`src/core/tape_cmd_pkg.sv`:
```
// Constants shared by the tape command interpreter and its page builder.
// Assumes one clock domain; the opcode and page-code values are byte codes seen on the command channel.
package tape_cmd_pkg;
	localparam logic [7:0] OP_INQUIRY = 8'h12;
	localparam logic [7:0] OP_LOAD_UNLOAD = 8'h1B;
	localparam logic [7:0] PAGE_SUPPORTED = 8'h00;
	localparam logic [7:0] PAGE_SERIAL = 8'h80;
	localparam logic [2:0] QUALIFIER_CONNECTED = 3'h0;
	localparam logic [4:0] DEV_TYPE_SEQ = 5'h01;
	localparam logic [7:0] DEV_CODE_SEQ = 8'h01;
	localparam logic [7:0] DEV_CODE_BAD_LUN = 8'h7F;
	localparam logic [7:0] SUPPORTED_LEN = 8'h02;
	localparam logic [7:0] SERIAL_LEN = 8'h0A;
	localparam logic [7:0] PAD_BLANK = 8'h20;
	localparam logic [3:0] SENSE_NONE = 4'h0;
	localparam logic [3:0] SENSE_ILLEGAL_REQ = 4'h5;
	localparam logic [3:0] SENSE_MEDIUM_ERR = 4'h3;
	localparam logic [7:0] STATUS_GOOD = 8'h00;
	localparam logic [7:0] STATUS_CHECK = 8'h02;
	localparam int EVPD_BIT = 0;
	localparam int IMMED_BIT = 1;
	localparam int LOAD_BIT = 0;
	localparam int SERIAL_CHARS = 10;
	localparam int SUPPORTED_BYTES = 6;
	localparam int SERIAL_BYTES = 14;
	localparam int LUN_MSB = 7;
	localparam int LUN_LSB = 5;
	localparam int CDB_BYTES = 6;
endpackage

```
`src/core/vpd_page_rom.sv`:
```
// Combinational builder of the two vital-product-data pages.
// Assumes the caller holds page selection, unit number and serial steady.
`timescale 1ns/1ps
`default_nettype none
module vpd_page_rom #(
	parameter int SERIAL_CHARS = 10
) (
	input wire logic serial_page,
	input wire logic lun_nonzero,
	input wire logic [8*SERIAL_CHARS-1:0] serial_text,
	input wire logic [3:0] byte_index,
	output logic [7:0] page_byte
);
	always_comb begin
		page_byte = 8'h00;
		if (!serial_page) begin
			unique case (byte_index)
				4'h0: page_byte = {tape_cmd_pkg::QUALIFIER_CONNECTED,
					tape_cmd_pkg::DEV_TYPE_SEQ}; // see [RULE2]
				4'h1: page_byte = tape_cmd_pkg::PAGE_SUPPORTED; // see [RULE2]
				4'h3: page_byte = tape_cmd_pkg::SUPPORTED_LEN; // see [RULE3]
				4'h4: page_byte = tape_cmd_pkg::PAGE_SUPPORTED; // see [RULE3]
				4'h5: page_byte = tape_cmd_pkg::PAGE_SERIAL; // see [RULE3]
				default: page_byte = 8'h00;
			endcase
		end else begin
			if (byte_index == 4'h0) begin
				page_byte = lun_nonzero ? tape_cmd_pkg::DEV_CODE_BAD_LUN
					: tape_cmd_pkg::DEV_CODE_SEQ; // see [RULE5]
			end else if (byte_index == 4'h1) begin
				page_byte = tape_cmd_pkg::PAGE_SERIAL; // see [RULE4]
			end else if (byte_index == 4'h3) begin
				page_byte = tape_cmd_pkg::SERIAL_LEN; // see [RULE6]
			end else if (byte_index >= 4'h4 && byte_index <= 4'(SERIAL_CHARS + 3)) begin
				// Character 0 is the most significant byte of serial_text.
				page_byte = serial_text[8*SERIAL_CHARS-1-8*(byte_index-4'h4) -: 8]; // see [RULE6]
				if (page_byte == 8'h00) begin
					page_byte = tape_cmd_pkg::PAD_BLANK; // see [RULE6]
				end
			end
		end
	end
endmodule
`default_nettype wire

```
`src/core/tape_cmd_ctrl.sv`:
```
// Command interpreter for inquiry pages and load/unload on a tape drive.
// Assumes a front end that delivers one six-byte command block per strobe,
// and a mechanism that reports each requested step with a done pulse.
//
// How it works
// [RULE1] Page 00h inquiry returns supported-pages list.
// [RULE2] Supported list: type 01h, page code 00h.
// [RULE3] Length 02h, then codes 00h and 80h.
// [RULE4] Page 80h inquiry returns serial page.
// [RULE5] Byte 0 is 01h, or 7Fh for nonzero unit.
// [RULE6] Length 0Ah, serial MSB first, blank padded.
// [RULE7] Opcode 1Bh, byte 4 bit 0 picks load.
// [RULE8] Load threads tape then seeks logical start.
// [RULE9] Unload: flush, rewind, unthread, eject in order.
// [RULE10] Discard data left by a failed write first; discard_buffer pulses in the same cycle as the first step request or status.
// [RULE11] Two partitions: second, unless select or default.
// [RULE12] Immediate flag returns status at start; unload without cartridge still reports only after the eject.
// [RULE13] Pending data: disconnect, flush, reconnect, good, operate.
// [RULE14] Flush failure: check condition, skip the operation.
// [RULE15] End-of-tape and retension bits are ignored.
// [RULE16] Unload without cartridge opens door, even prevented.
// [RULE17] Load without cartridge: check, illegal request.
// [RULE18] Prevented removal: unload everything except eject.
// [RULE19] Loaded at start, empty buffer: no motion.
// [RULE20] Two-partition unload same as single partition.
// [RULE21] Unknown page code: check, illegal request.
`timescale 1ns/1ps
`default_nettype none
module tape_cmd_ctrl #(
	parameter int SERIAL_CHARS = 10
) (
	input wire logic ref_clk,
	input wire logic nrst,
	input wire logic clk_en,
	input wire logic cmd_valid,
	input wire logic [8*6-1:0] cmd_bytes,
	input wire logic disconnect_ok,
	input wire logic [8*SERIAL_CHARS-1:0] serial_text,
	input wire logic cartridge_in,
	input wire logic tape_threaded,
	input wire logic at_logical_tape_start,
	input wire logic buffer_pending,
	input wire logic write_failed_data,
	input wire logic removal_prevented,
	input wire logic two_partitions,
	input wire logic load_partition_select,
	input wire logic nv_first_partition,
	input wire logic mech_done,
	input wire logic mech_fail,
	output logic data_valid,
	output logic [7:0] data_byte,
	output logic data_last,
	output logic status_valid,
	output logic [7:0] status_code,
	output logic [3:0] sense_key,
	output logic bus_disconnect,
	output logic discard_buffer,
	output logic flush_req,
	output logic thread_req,
	output logic seek_logical_start,
	output logic seek_first_partition,
	output logic rewind_physical_start,
	output logic unthread_req,
	output logic eject_req,
	output logic busy
);
	// ----------------------------------------------------------------
	// State
	// ----------------------------------------------------------------
	typedef enum logic [8:0] {
		ST_IDLE = 9'h001,
		ST_PAGE = 9'h002,
		ST_FLUSH = 9'h004,
		ST_THREAD = 9'h008,
		ST_SEEK = 9'h010,
		ST_REWIND = 9'h020,
		ST_UNTHREAD = 9'h040,
		ST_EJECT = 9'h080,
		ST_FINISH = 9'h100
	} phase_t;

	typedef struct packed {
		phase_t phase;
		logic is_load;
		logic immed;
		logic serial_page;
		logic lun_nonzero;
		logic [3:0] idx;
		logic status_sent;
		logic data_valid;
		logic [7:0] data_byte;
		logic data_last;
		logic status_valid;
		logic [7:0] status_code;
		logic [3:0] sense_key;
		logic bus_disconnect;
		logic discard_buffer;
		logic flush_req;
		logic thread_req;
		logic seek_logical_start;
		logic seek_first_partition;
		logic rewind_physical_start;
		logic unthread_req;
		logic eject_req;
		logic busy;
	} ctrl_t;

	localparam ctrl_t CTRL_RESET = '{phase: ST_IDLE, status_code: tape_cmd_pkg::STATUS_GOOD,
		sense_key: tape_cmd_pkg::SENSE_NONE, default: '0};

	ctrl_t state_reg;
	ctrl_t state_next;
	logic [7:0] page_byte;
	logic [7:0] op;
	logic [7:0] b1;
	logic [7:0] b2;
	logic [7:0] b4;

	assign op = cmd_bytes[47:40];
	assign b1 = cmd_bytes[39:32];
	assign b2 = cmd_bytes[31:24];
	assign b4 = cmd_bytes[15:8];

	vpd_page_rom #(
		.SERIAL_CHARS(SERIAL_CHARS)
	) u_rom (
		.serial_page(state_reg.serial_page),
		.lun_nonzero(state_reg.lun_nonzero),
		.serial_text(serial_text),
		.byte_index(state_reg.idx),
		.page_byte(page_byte)
	);

	// ----------------------------------------------------------------
	// Next state
	// ----------------------------------------------------------------
	// Status is a pulse; with the immediate flag it may be sent while the
	// mechanism still works, so status_sent stops a second report.
	always_comb begin
		state_next = state_reg;
		state_next.data_valid = 1'b0;
		state_next.data_last = 1'b0;
		state_next.status_valid = 1'b0;
		state_next.discard_buffer = 1'b0;
		state_next.flush_req = 1'b0;
		state_next.thread_req = 1'b0;
		state_next.seek_logical_start = 1'b0;
		state_next.rewind_physical_start = 1'b0;
		state_next.unthread_req = 1'b0;
		state_next.eject_req = 1'b0;
		unique case (state_reg.phase)
			ST_IDLE: begin
				state_next.bus_disconnect = 1'b0;
				state_next.status_sent = 1'b0;
				if (cmd_valid) begin
					state_next.sense_key = tape_cmd_pkg::SENSE_NONE;
					state_next.lun_nonzero = |b1[tape_cmd_pkg::LUN_MSB:tape_cmd_pkg::LUN_LSB];
					state_next.idx = 4'h0;
					if (op == tape_cmd_pkg::OP_INQUIRY && b1[tape_cmd_pkg::EVPD_BIT]) begin
						if (b2 == tape_cmd_pkg::PAGE_SUPPORTED || b2 == tape_cmd_pkg::PAGE_SERIAL) begin
							state_next.serial_page = (b2 == tape_cmd_pkg::PAGE_SERIAL); // see [RULE1] see [RULE4]
							state_next.phase = ST_PAGE;
						end else begin
							state_next.status_valid = 1'b1; // see [RULE21]
							state_next.status_code = tape_cmd_pkg::STATUS_CHECK;
							state_next.sense_key = tape_cmd_pkg::SENSE_ILLEGAL_REQ;
						end
					end else if (op == tape_cmd_pkg::OP_LOAD_UNLOAD) begin
						// End-of-tape and retension bits of byte 4 are never read.
						state_next.is_load = b4[tape_cmd_pkg::LOAD_BIT]; // see [RULE7] see [RULE15]
						state_next.immed = b1[tape_cmd_pkg::IMMED_BIT];
						state_next.discard_buffer = write_failed_data; // see [RULE10]
						state_next.seek_first_partition = two_partitions
							? (load_partition_select | nv_first_partition) : 1'b1; // see [RULE11]
						if (!cartridge_in) begin
							if (b4[tape_cmd_pkg::LOAD_BIT]) begin
								state_next.status_valid = 1'b1; // see [RULE17]
								state_next.status_code = tape_cmd_pkg::STATUS_CHECK;
								state_next.sense_key = tape_cmd_pkg::SENSE_ILLEGAL_REQ;
							end else begin
								state_next.eject_req = 1'b1; // see [RULE16]
								state_next.phase = ST_EJECT;
							end
						end else if (buffer_pending && !write_failed_data) begin
							state_next.bus_disconnect = disconnect_ok; // see [RULE13]
							state_next.flush_req = 1'b1;
							state_next.phase = ST_FLUSH;
						end else if (b4[tape_cmd_pkg::LOAD_BIT] && tape_threaded
							&& at_logical_tape_start) begin
							state_next.status_valid = 1'b1; // see [RULE19]
							state_next.status_code = tape_cmd_pkg::STATUS_GOOD;
						end else begin
							state_next.status_valid = b1[tape_cmd_pkg::IMMED_BIT]; // see [RULE12]
							state_next.status_sent = b1[tape_cmd_pkg::IMMED_BIT];
							state_next.status_code = tape_cmd_pkg::STATUS_GOOD;
							if (b4[tape_cmd_pkg::LOAD_BIT]) begin
								state_next.thread_req = 1'b1; // see [RULE8]
								state_next.phase = ST_THREAD;
							end else begin
								// Same path whatever partition is current.
								state_next.rewind_physical_start = 1'b1; // see [RULE9] see [RULE20]
								state_next.phase = ST_REWIND;
							end
						end
					end
				end
			end
			ST_PAGE: begin
				state_next.data_valid = 1'b1;
				state_next.data_byte = page_byte;
				state_next.idx = state_reg.idx + 4'h1;
				if ((!state_reg.serial_page && state_reg.idx == 4'(tape_cmd_pkg::SUPPORTED_BYTES - 1))
					|| (state_reg.serial_page && state_reg.idx == 4'(tape_cmd_pkg::SERIAL_BYTES - 1))) begin
					state_next.data_last = 1'b1;
					state_next.status_valid = 1'b1;
					state_next.status_code = tape_cmd_pkg::STATUS_GOOD;
					state_next.phase = ST_IDLE;
				end
			end
			ST_FLUSH: begin
				if (mech_fail) begin
					state_next.bus_disconnect = 1'b0; // see [RULE14]
					state_next.status_valid = 1'b1;
					state_next.status_code = tape_cmd_pkg::STATUS_CHECK;
					state_next.sense_key = tape_cmd_pkg::SENSE_MEDIUM_ERR;
					state_next.phase = ST_IDLE;
				end else if (mech_done) begin
					state_next.bus_disconnect = 1'b0;
					state_next.status_valid = state_reg.immed; // see [RULE13]
					state_next.status_sent = state_reg.immed;
					state_next.status_code = tape_cmd_pkg::STATUS_GOOD;
					if (state_reg.is_load) begin
						if (tape_threaded) begin
							state_next.seek_logical_start = 1'b1; // see [RULE19]
							state_next.phase = ST_SEEK;
						end else begin
							state_next.thread_req = 1'b1;
							state_next.phase = ST_THREAD;
						end
					end else begin
						state_next.rewind_physical_start = 1'b1; // see [RULE9]
						state_next.phase = ST_REWIND;
					end
				end
			end
			ST_THREAD: begin
				if (mech_done) begin
					state_next.seek_logical_start = 1'b1; // see [RULE8]
					state_next.phase = ST_SEEK;
				end
			end
			ST_SEEK: begin
				if (mech_done) begin
					state_next.phase = ST_FINISH;
				end
			end
			ST_REWIND: begin
				if (mech_done) begin
					state_next.unthread_req = 1'b1; // see [RULE9]
					state_next.phase = ST_UNTHREAD;
				end
			end
			ST_UNTHREAD: begin
				if (mech_done) begin
					if (removal_prevented) begin
						state_next.phase = ST_FINISH; // see [RULE18]
					end else begin
						state_next.eject_req = 1'b1; // see [RULE9]
						state_next.phase = ST_EJECT;
					end
				end
			end
			ST_EJECT: begin
				if (mech_done) begin
					state_next.phase = ST_FINISH;
				end
			end
			ST_FINISH: begin
				state_next.status_valid = !state_reg.status_sent; // see [RULE12]
				state_next.status_code = tape_cmd_pkg::STATUS_GOOD;
				state_next.phase = ST_IDLE;
			end
			default: begin
				state_next = CTRL_RESET;
			end
		endcase
		// Busy is registered with the phase so that the port comes from a flip-flop.
		state_next.busy = (state_next.phase != ST_IDLE);
	end

	always_ff @(posedge ref_clk or negedge nrst) begin
		if (!nrst) begin
			state_reg <= CTRL_RESET;
		end else if (clk_en) begin
			state_reg <= state_next;
		end
	end

	always_comb begin
		data_valid = state_reg.data_valid;
		data_byte = state_reg.data_byte;
		data_last = state_reg.data_last;
		status_valid = state_reg.status_valid;
		status_code = state_reg.status_code;
		sense_key = state_reg.sense_key;
		bus_disconnect = state_reg.bus_disconnect;
		discard_buffer = state_reg.discard_buffer;
		flush_req = state_reg.flush_req;
		thread_req = state_reg.thread_req;
		seek_logical_start = state_reg.seek_logical_start;
		seek_first_partition = state_reg.seek_first_partition;
		rewind_physical_start = state_reg.rewind_physical_start;
		unthread_req = state_reg.unthread_req;
		eject_req = state_reg.eject_req;
		busy = state_reg.busy;
	end

	// ----------------------------------------------------------------
	// Checks
	// ----------------------------------------------------------------
	property p_page0_first;
		@(posedge ref_clk) disable iff (!nrst)
		(clk_en && state_reg.phase == ST_PAGE && !state_reg.serial_page && state_reg.idx == 4'h0)
			|=> data_byte == 8'h01;
	endproperty
	a_page0_first: assert property (p_page0_first) else $error("bad type byte"); // see [RULE2]

	property p_page0_second_code;
		@(posedge ref_clk) disable iff (!nrst)
		(clk_en && state_reg.phase == ST_PAGE && !state_reg.serial_page && state_reg.idx == 4'h5)
			|=> data_byte == 8'h80 && data_last && status_valid;
	endproperty
	a_page0_second_code: assert property (p_page0_second_code) else $error("bad list end"); // see [RULE3]

	property p_serial_type;
		@(posedge ref_clk) disable iff (!nrst)
		(clk_en && state_reg.phase == ST_PAGE && state_reg.serial_page && state_reg.idx == 4'h0)
			|=> data_byte == (state_reg.lun_nonzero ? 8'h7F : 8'h01);
	endproperty
	a_serial_type: assert property (p_serial_type) else $error("bad unit byte"); // see [RULE5]

	property p_serial_len;
		@(posedge ref_clk) disable iff (!nrst)
		(clk_en && state_reg.phase == ST_PAGE && state_reg.serial_page && state_reg.idx == 4'h3)
			|=> data_byte == 8'h0A;
	endproperty
	a_serial_len: assert property (p_serial_len) else $error("bad serial length"); // see [RULE6]

	property p_no_cart_load;
		@(posedge ref_clk) disable iff (!nrst)
		(clk_en && state_reg.phase == ST_IDLE && cmd_valid && op == 8'h1B && b4[0] && !cartridge_in)
			|=> status_valid && status_code == 8'h02 && sense_key == 4'h5;
	endproperty
	a_no_cart_load: assert property (p_no_cart_load) else $error("load without cartridge"); // see [RULE17]

	property p_no_cart_unload;
		@(posedge ref_clk) disable iff (!nrst)
		(clk_en && state_reg.phase == ST_IDLE && cmd_valid && op == 8'h1B && !b4[0] && !cartridge_in)
			|=> eject_req;
	endproperty
	a_no_cart_unload: assert property (p_no_cart_unload) else $error("door not opened"); // see [RULE16]

	property p_flush_fail;
		@(posedge ref_clk) disable iff (!nrst)
		(clk_en && state_reg.phase == ST_FLUSH && mech_fail)
			|=> status_code == 8'h02 && !thread_req && !rewind_physical_start && busy == 1'b0;
	endproperty
	a_flush_fail: assert property (p_flush_fail) else $error("flush failure ignored"); // see [RULE14]

	property p_prevent_no_eject;
		@(posedge ref_clk) disable iff (!nrst)
		(clk_en && state_reg.phase == ST_UNTHREAD && mech_done && removal_prevented)
			|=> !eject_req;
	endproperty
	a_prevent_no_eject: assert property (p_prevent_no_eject) else $error("ejected while prevented"); // see [RULE18]

	property p_rewind_then_unthread;
		@(posedge ref_clk) disable iff (!nrst)
		(clk_en && state_reg.phase == ST_REWIND && mech_done) |=> unthread_req;
	endproperty
	a_rewind_then_unthread: assert property (p_rewind_then_unthread) else $error("order broken"); // see [RULE9]
endmodule
`default_nettype wire

```
`config.mk`:
```
export PLATFORM = sky130hd
export DESIGN_NAME = tape_cmd_ctrl
export DESIGN_NICKNAME = d
export VERILOG_FILES = /design/src/core/tape_cmd_pkg.sv /design/src/core/vpd_page_rom.sv /design/src/core/tape_cmd_ctrl.sv
export SDC_FILE = /design/constraint.sdc
export NUM_CORES = 1
export LEC_CHECK = 0
export BUFFER_PORTS_ARGS = -buffer_cell sky130_fd_sc_hd__buf_2
export CORE_MARGIN = 8
export CORE_UTILIZATION = 48
export DETAILED_ROUTE_END_ITERATION = 7
export GPL_TIMING_DRIVEN = 0
export PLACE_DENSITY = 0.79
export SYNTH_ARGS = -nofsm -noshare
export SYNTH_HDL_FRONTEND = slang
export SYNTH_SLANG_ARGS = --single-unit
```
`constraint.sdc`:
```
create_clock -name ref_clk -period 3.7 [get_ports ref_clk]
set_clock_uncertainty 0.2 [all_clocks]
set_input_delay 0.37 -clock ref_clk [delete_from_list [all_inputs] [get_ports ref_clk]]
set_output_delay 0.37 -clock ref_clk [all_outputs]
set_load 0.005 [all_outputs]
```
==> results of run 1 <==
## placed cells by master, fill, tap and decap left out, types with 4 or more instances in the layout
master    Yosys  layout
ha_1         10      10
mux2i_1      29      29
nor4_1        4       4
buf_6         4       4
a32oi_1       7       7
mux2_2       12      12
nand2b_1      6       6
and2_1        5       5
buf_2         9     149
and3_1        7       7
nor3_1       14      14
a22oi_1      14      14
inv_1        16      16
nor2_1       21      21
dfrtp_1      42      42
a21oi_1      21      21
o21ai_0      28      28
nand2_1      44      44
nor2b_1       5       5
clkbuf_1     11      11
conb_1        1       8
nor3b_1       4       4
buf_4        20      20
a22o_1        7       7
clkbuf_8      0       5
nand3_1      14      14
a21o_1        5       5
## power breakdown
| group | leakage, nW | total (W) | switching (W) | internal (W) |
|---|---|---|---|---|
| clock | 0.0408 | 0.000318 | 0.000182 | 0.000135 |
| sequential | 0.590 | 0.000502 | 0.0000104 | 0.000491 |
| combinational | 1.62 | 0.000431 | 0.000237 | 0.000194 |
| total | 2.25 | 0.00125 | 0.000430 | 0.000821 |
## cell type report
cell class                      count  share of cell area (%)
Buffer                             46                   6.073
Clock buffer                        5                   1.446
Clock inverter                      3                  0.4995
Inverter                           17                   1.341
Multi-Input combinational cell    342                   50.60
Sequential cell                    43                   22.63
Tap cell                          102                   2.681
Timing Repair Buffer              140                   14.72
## worst max-delay path, stage by stage, from the launching register on
cell	delay, ns
dfrtp_1	0.37
clkbuf_1	0.25
buf_2	0.34
inv_1	0.17
ha_1	0.27
or3b_2	0.48
a211oi_2	0.53
a32oi_1	0.21
nand4b_1	0.18
nor4_1	0.06
a211o_1	0.22
## routing by layer
metal	vias to the layer above	part of all wire (%)	global-route usage, %
met2	196	46	35.16
met3	31	6.8	4.423
met1	1881	45	28.00
li1	1919	-	-
met5	-	0	0
met4	0	2.5	6.422
## stage by stage
step / cells / total power, W
after CTS: 698 / 0.001250
after detailed placement: 690 / 0.0009360
after global placement: 690 / 0.0009246
after global routing: 698 / 0.001316
after floorplan: 448 / 0.0007835
final: 698 / 0.001250
## cell families (layout without fill, tap and decap cells)
kind of cell / after synthesis / after routing / share of synthesized area [%]
DFF: 43 / 43 / 28.26
muxes: 47 / 47 / 13.62
adders and majority gates: 10 / 10 / 3.282
other: 1 / 8 / 0.09836
AOI/OAI and AO/OA: 125 / 125 / 23.07
xor gates and xnor gates: 4 / 4 / 0.9191
buffers and inverters: 63 / 211 / 9.255
and+or+nand+nor: 148 / 148 / 21.50
## worst paths after layout
path                               start        endpoint  slack (ns)
max                        state_reg[35]    data_byte[5]        0.32
min                                 nrst    data_byte[6]       0.007
max reg2reg                state_reg[35]    data_byte[5]        0.32
min reg2reg                 unthread_req    unthread_req        0.28
max in group asynchronous           nrst    sense_key[0]        2.69
min in group ref_clk       disconnect_ok  bus_disconnect        0.10
==> results.tsv, run 1 <==
metric	value	unit
status	complete, no violations	
post-route-cell-area	0.004760	mm²
synth_top_cells_by_count	44 x nand2_1, 42 x dfrtp_1, 29 x mux2i_1	
pin_count	177	
startpoint_type	flip-flop	
cts_hold_buf	0	
synth_area_leader_cell	dfrtp_1	
drive_above_1_share	35.91	%
ir_drop	0.2022	mV
avgRoutedWirePerCell	17.35	µm
layout_setup_ws	0.3181	ns
cts_max_level	2	
yosysSeqAreaShare	28.26	%
tightest_slew	0.9581	ns
nets	749	
cap_violations	0	
post-route-period-util	91.40	%
place_ws	0.3631	ns
synthArstFlopShare	100.0	%
initial_core_util	49.34	%
post_dp_cell_area	0.004667	mm²
final-seq-area	0.001077	mm²
worstPathMaxFanout	10	
overflow	0	
std_cell_rows	32	
hold_viol	0	
ys_seq_elements	43	
setup_tns	0	ns
portBuffers	140	
leakagePower	2.249	nW
finalSetupViolCount	0	
clk_pin_slew_worst_paths	0.09	ns
rsz0062_at_grt	no	
fmax	295.7	MHz
grt_pass1_vias	4039	
power_density	262.7	mW/mm²
synth_top_area_share	27.57	%
cts_root_buf	clkbuf_8	
syn_avg_cell_area	8.645	µm²
largest_reg_flops	18	
grt_pass1_wl	20160	µm
grt_max_degree	44	
worstPathRequired	3.70	ns
grt.total_usage	21.56	%
vias	4027	
cts_resized	0	
nFillCells	679	
cts_tree	built	
antenna_cells	0	
synth.yosys.warnings	0	
die_h	105.1	µm
fin_crit	3.382	ns
crit_type	reg -> reg	
ys.flop_type	dfrtp_1	
slew_violations	0	
crit_path_end_kind	flip-flop	
cp.arrival	3.38	ns
netlist_area	0.003812	mm²
synth_edf_count	0	
synthToLayoutAreaGrowth	24.84	%
synth.area.top_cells	dfrtp_1 28%, mux2i_1 7.6%, nand2_1 4.3%, buf_4 3.9%, o21ai_0 3.7%	
dr.pass1.iters	6	
postLayoutCoreUtil	61.59	%
drc	0	
dp_hpwl	9851	µm
die_x	105.1	µm
hold_slack	0.007023	ns
vias_per_cell	5.769	
coreArea	0.007727	mm²
finalWeightedCongestion	0.8874	
cts.sinks	43	
post_cts_buffers	0	
clkLatencyLatePin	0.31	ns
grt_antenna_before_repair	0	
die-area	0.01105	mm²
drt-total-wl	12110	µm
clockBufferDepth	2	
netlist_instances	441	
yosysMostFrequentCell	nand2_1	
rr_worst_depth	10	
cts_inserted_buffers	5	
antenna_left	0	
drt_iter0_drc	387	
ys_types	75	
min_path_type	in -> async	
multi_input_area	0.002409	mm²
slew_headroom	36.13	%
Power figures use the tool's default switching activity.
==> inputs of run 2 (changes only) <==
- CORE_UTILIZATION: 48 -> 49
- SYNTH_HIERARCHICAL: unset -> 1
==> results.tsv, run 2 <==
metric	value	unit	change
status	complete, no violations		unchanged
tightest_slew	0.9733	ns	was 0.9581 ns
pin_count	177		unchanged
ys.flop_type	dfrtp_1		unchanged
hold_viol	0		unchanged
setup_tns	0	ns	unchanged
rsz0062_at_grt	no		unchanged
cts_tree	built		unchanged
drive_above_1_share	36.50	%	was 35.91%
die-area	0.01139	mm²	was 0.01105 mm²
clockBufferDepth	2		unchanged
grt.total_usage	21.89	%	was 21.56%
antenna_cells	0		unchanged
layout_common_cells	147 x buf_2, 42 x dfrtp_1, 35 x nand2_1		was 149 x buf_2, 44 x nand2_1, 42 x dfrtp_1
synth.area.top_cells	dfrtp_1 26%, mux2i_1 6.5%, buf_4 4.1%, mux4_2 3.9%, mux2_2 3.6%		was dfrtp_1 28%, mux2i_1 7.6%, nand2_1 4.3%, buf_4 3.9%, o21ai_0 3.7%
layout_setup_ws	0.2075	ns	was 0.3181 ns
vias_per_cell	5.820		was 5.769
cp.arrival	3.52	ns	was 3.38 ns
overflow	0		unchanged
initial_core_util	49.85	%	was 49.34%
crit_type	reg -> reg		unchanged
ys_seq_elements	43		unchanged
slew_headroom	35.11	%	was 36.13%
finalWeightedCongestion	0.9489		was 0.8874
antenna_left	0		unchanged
synthToLayoutAreaGrowth	24.13	%	was 24.84%
final_common_cell	buf_2		unchanged
grt_pass1_wl	21020	µm	was 20,160 µm
synth.yosys.warnings	6		was 0
netlist_instances	458		was 441
yosysSeqAreaShare	26.71	%	was 28.26%
fmax	286.3	MHz	was 295.7 MHz
dp_hpwl	10660	µm	was 9851 µm
netlist_area	0.004034	mm²	was 0.003812 mm²
post_cts_buffers	0		unchanged
grt_antenna_before_repair	0		unchanged
slew_violations	0		unchanged
cts_hold_buf	0		unchanged
drc	0		unchanged
drt-total-wl	13030	µm	was 12,110 µm
leakagePower	2.332	nW	was 2.249 nW
grt_max_degree	44		unchanged
nets	761		was 749
worstPathRequired	3.73	ns	was 3.70 ns
synthArstFlopShare	100.0	%	unchanged
post_dp_cell_area	0.004882	mm²	was 0.004667 mm²
die_h	106.7	µm	was 105.1 µm
yosysMostFrequentCell	dfrtp_1		was nand2_1
avgRoutedWirePerCell	18.19	µm	was 17.35 µm
hold_slack	0.02088	ns	was 0.007023 ns
place_ws	0.01178	ns	was 0.3631 ns
largest_reg_flops	18		unchanged
synth_area_leader_cell	dfrtp_1		unchanged
ir_drop	0.1907	mV	was 0.2022 mV
vias	4167		was 4,027
worstPathMaxFanout	10		unchanged
syn_avg_cell_area	8.808	µm²	was 8.645 µm²
cts_inserted_buffers	5		unchanged
min_path_type	in -> async		unchanged
portBuffers	138		was 140
ys_types	72		was 75
dr.pass1.iters	5		was 6
clkLatencyLatePin	0.30	ns	was 0.31 ns
std_cell_rows	33		was 32
synth_top_cells_by_count	42 x dfrtp_1, 35 x nand2_1, 30 x inv_1		was 44 x nand2_1, 42 x dfrtp_1, 29 x mux2i_1
power_density	236.6	mW/mm²	was 262.7 mW/mm²
cts_resized	1		was 0
post-route-period-util	94.39	%	was 91.40%
synth_top_area_share	26.05	%	was 27.57%
grt_pass1_vias	4292		was 4,039
cts_max_level	2		unchanged
crit_path_end_kind	flip-flop		unchanged
finalSetupViolCount	0		unchanged
die_x	106.7	µm	was 105.1 µm
fin_crit	3.492	ns	was 3.382 ns
startpoint_type	flip-flop		unchanged
synth_edf_count	0		unchanged
cap_violations	0		unchanged
drt_iter0_drc	333		was 387
clk_pin_slew_worst_paths	0.08	ns	was 0.09 ns
cts.sinks	43		unchanged
post-route-cell-area	0.005007	mm²	was 0.004760 mm²
coreArea	0.008093	mm²	was 0.007727 mm²
cts_root_buf	clkbuf_8		unchanged
run 2: metal layers:
| metal | GRT usage (%) | vias to the layer above | share of wire [%] |
|---|---|---|---|
| met5 | 0 | - | 0 |
| met4 | 4.724 | 0 | 1.5 |
| met3 | 4.919 | 22 | 8.4 |
| met2 | 38.41 | 197 | 47 |
| met1 | 26.66 | 1972 | 43 |
| li1 | - | 1976 | - |
run 2: logic make-up (layout without fill, tap and decap cells):
logic type | after synthesis | after routing | share of synthesized area, %
flops | 43 | 43 | 26.71
simple gates | 164 | 164 | 24.13
compound gates | 110 | 110 | 19.17
other cells | 1 | 8 | 0.09296
xor+xnor | 6 | 6 | 1.303
buf+inv | 77 | 223 | 10.20
fa+ha+maj | 7 | 7 | 2.171
mux | 50 | 50 | 16.22
run 2: layout make-up:
| class | count | area (µm²) |
|---|---|---|
| plain buffers | 47 | 300.3 |
| clock buffers | 6 | 82.58 |
| clock inverters | 2 | 35.03 |
| fillers | 732 | 3085 |
| inverters | 30 | 112.6 |
| multi-input cells | 345 | 2577 |
| flip-flops and latches | 43 | 1077 |
| well taps | 105 | 131.4 |
| repair buffers | 138 | 690.7 |
run 2: critical path: stages, from the launching register on:
cell,delay [ns]
dfrtp_1,0.43
buf_2,0.28
buf_2,0.29
inv_1,0.12
ha_1,0.31
buf_2,0.26
mux4_1,0.33
mux2i_1,0.22
o22ai_1,0.14
or3_1,0.39
o32ai_2,0.21
nand2_1,0.08
mux2i_1,0.14
run 2: path summary, 6_finish.rpt:
check	start	end	slack (ns)	cells after the start
setup / recovery	state_reg[35]	data_byte[5]	0.21	12
hold / removal	nrst	discard_buffer	0.02	1
setup reg to reg	state_reg[35]	data_byte[5]	0.21	12
hold reg to reg	rewind_physical_start	rewind_physical_start	0.31	1
max in group asynchronous	nrst	state_reg[40]	2.68	1
min in group ref_clk	cmd_bytes[31]	state_reg[39]	0.11	3
run 2: where the power goes:
group,internal [W],switching [W],leakage (nW)
clock,0.000219,0.000169,0.0612
combinational,0.000135,0.000167,1.68
sequential,0.000486,0.00000962,0.588
total,0.000839,0.000345,2.33
run 2: metrics by stage:
step           instances  total power, W  utilization (%)
2_1_floorplan        465       0.0006749                -
3_3_place_gp         708       0.0007961            60.33
3_5_place_dp         708       0.0008020            60.33
4_1_cts              716        0.001186            61.80
5_1_grt              716        0.001232            61.87
6_report             716        0.001184            61.87
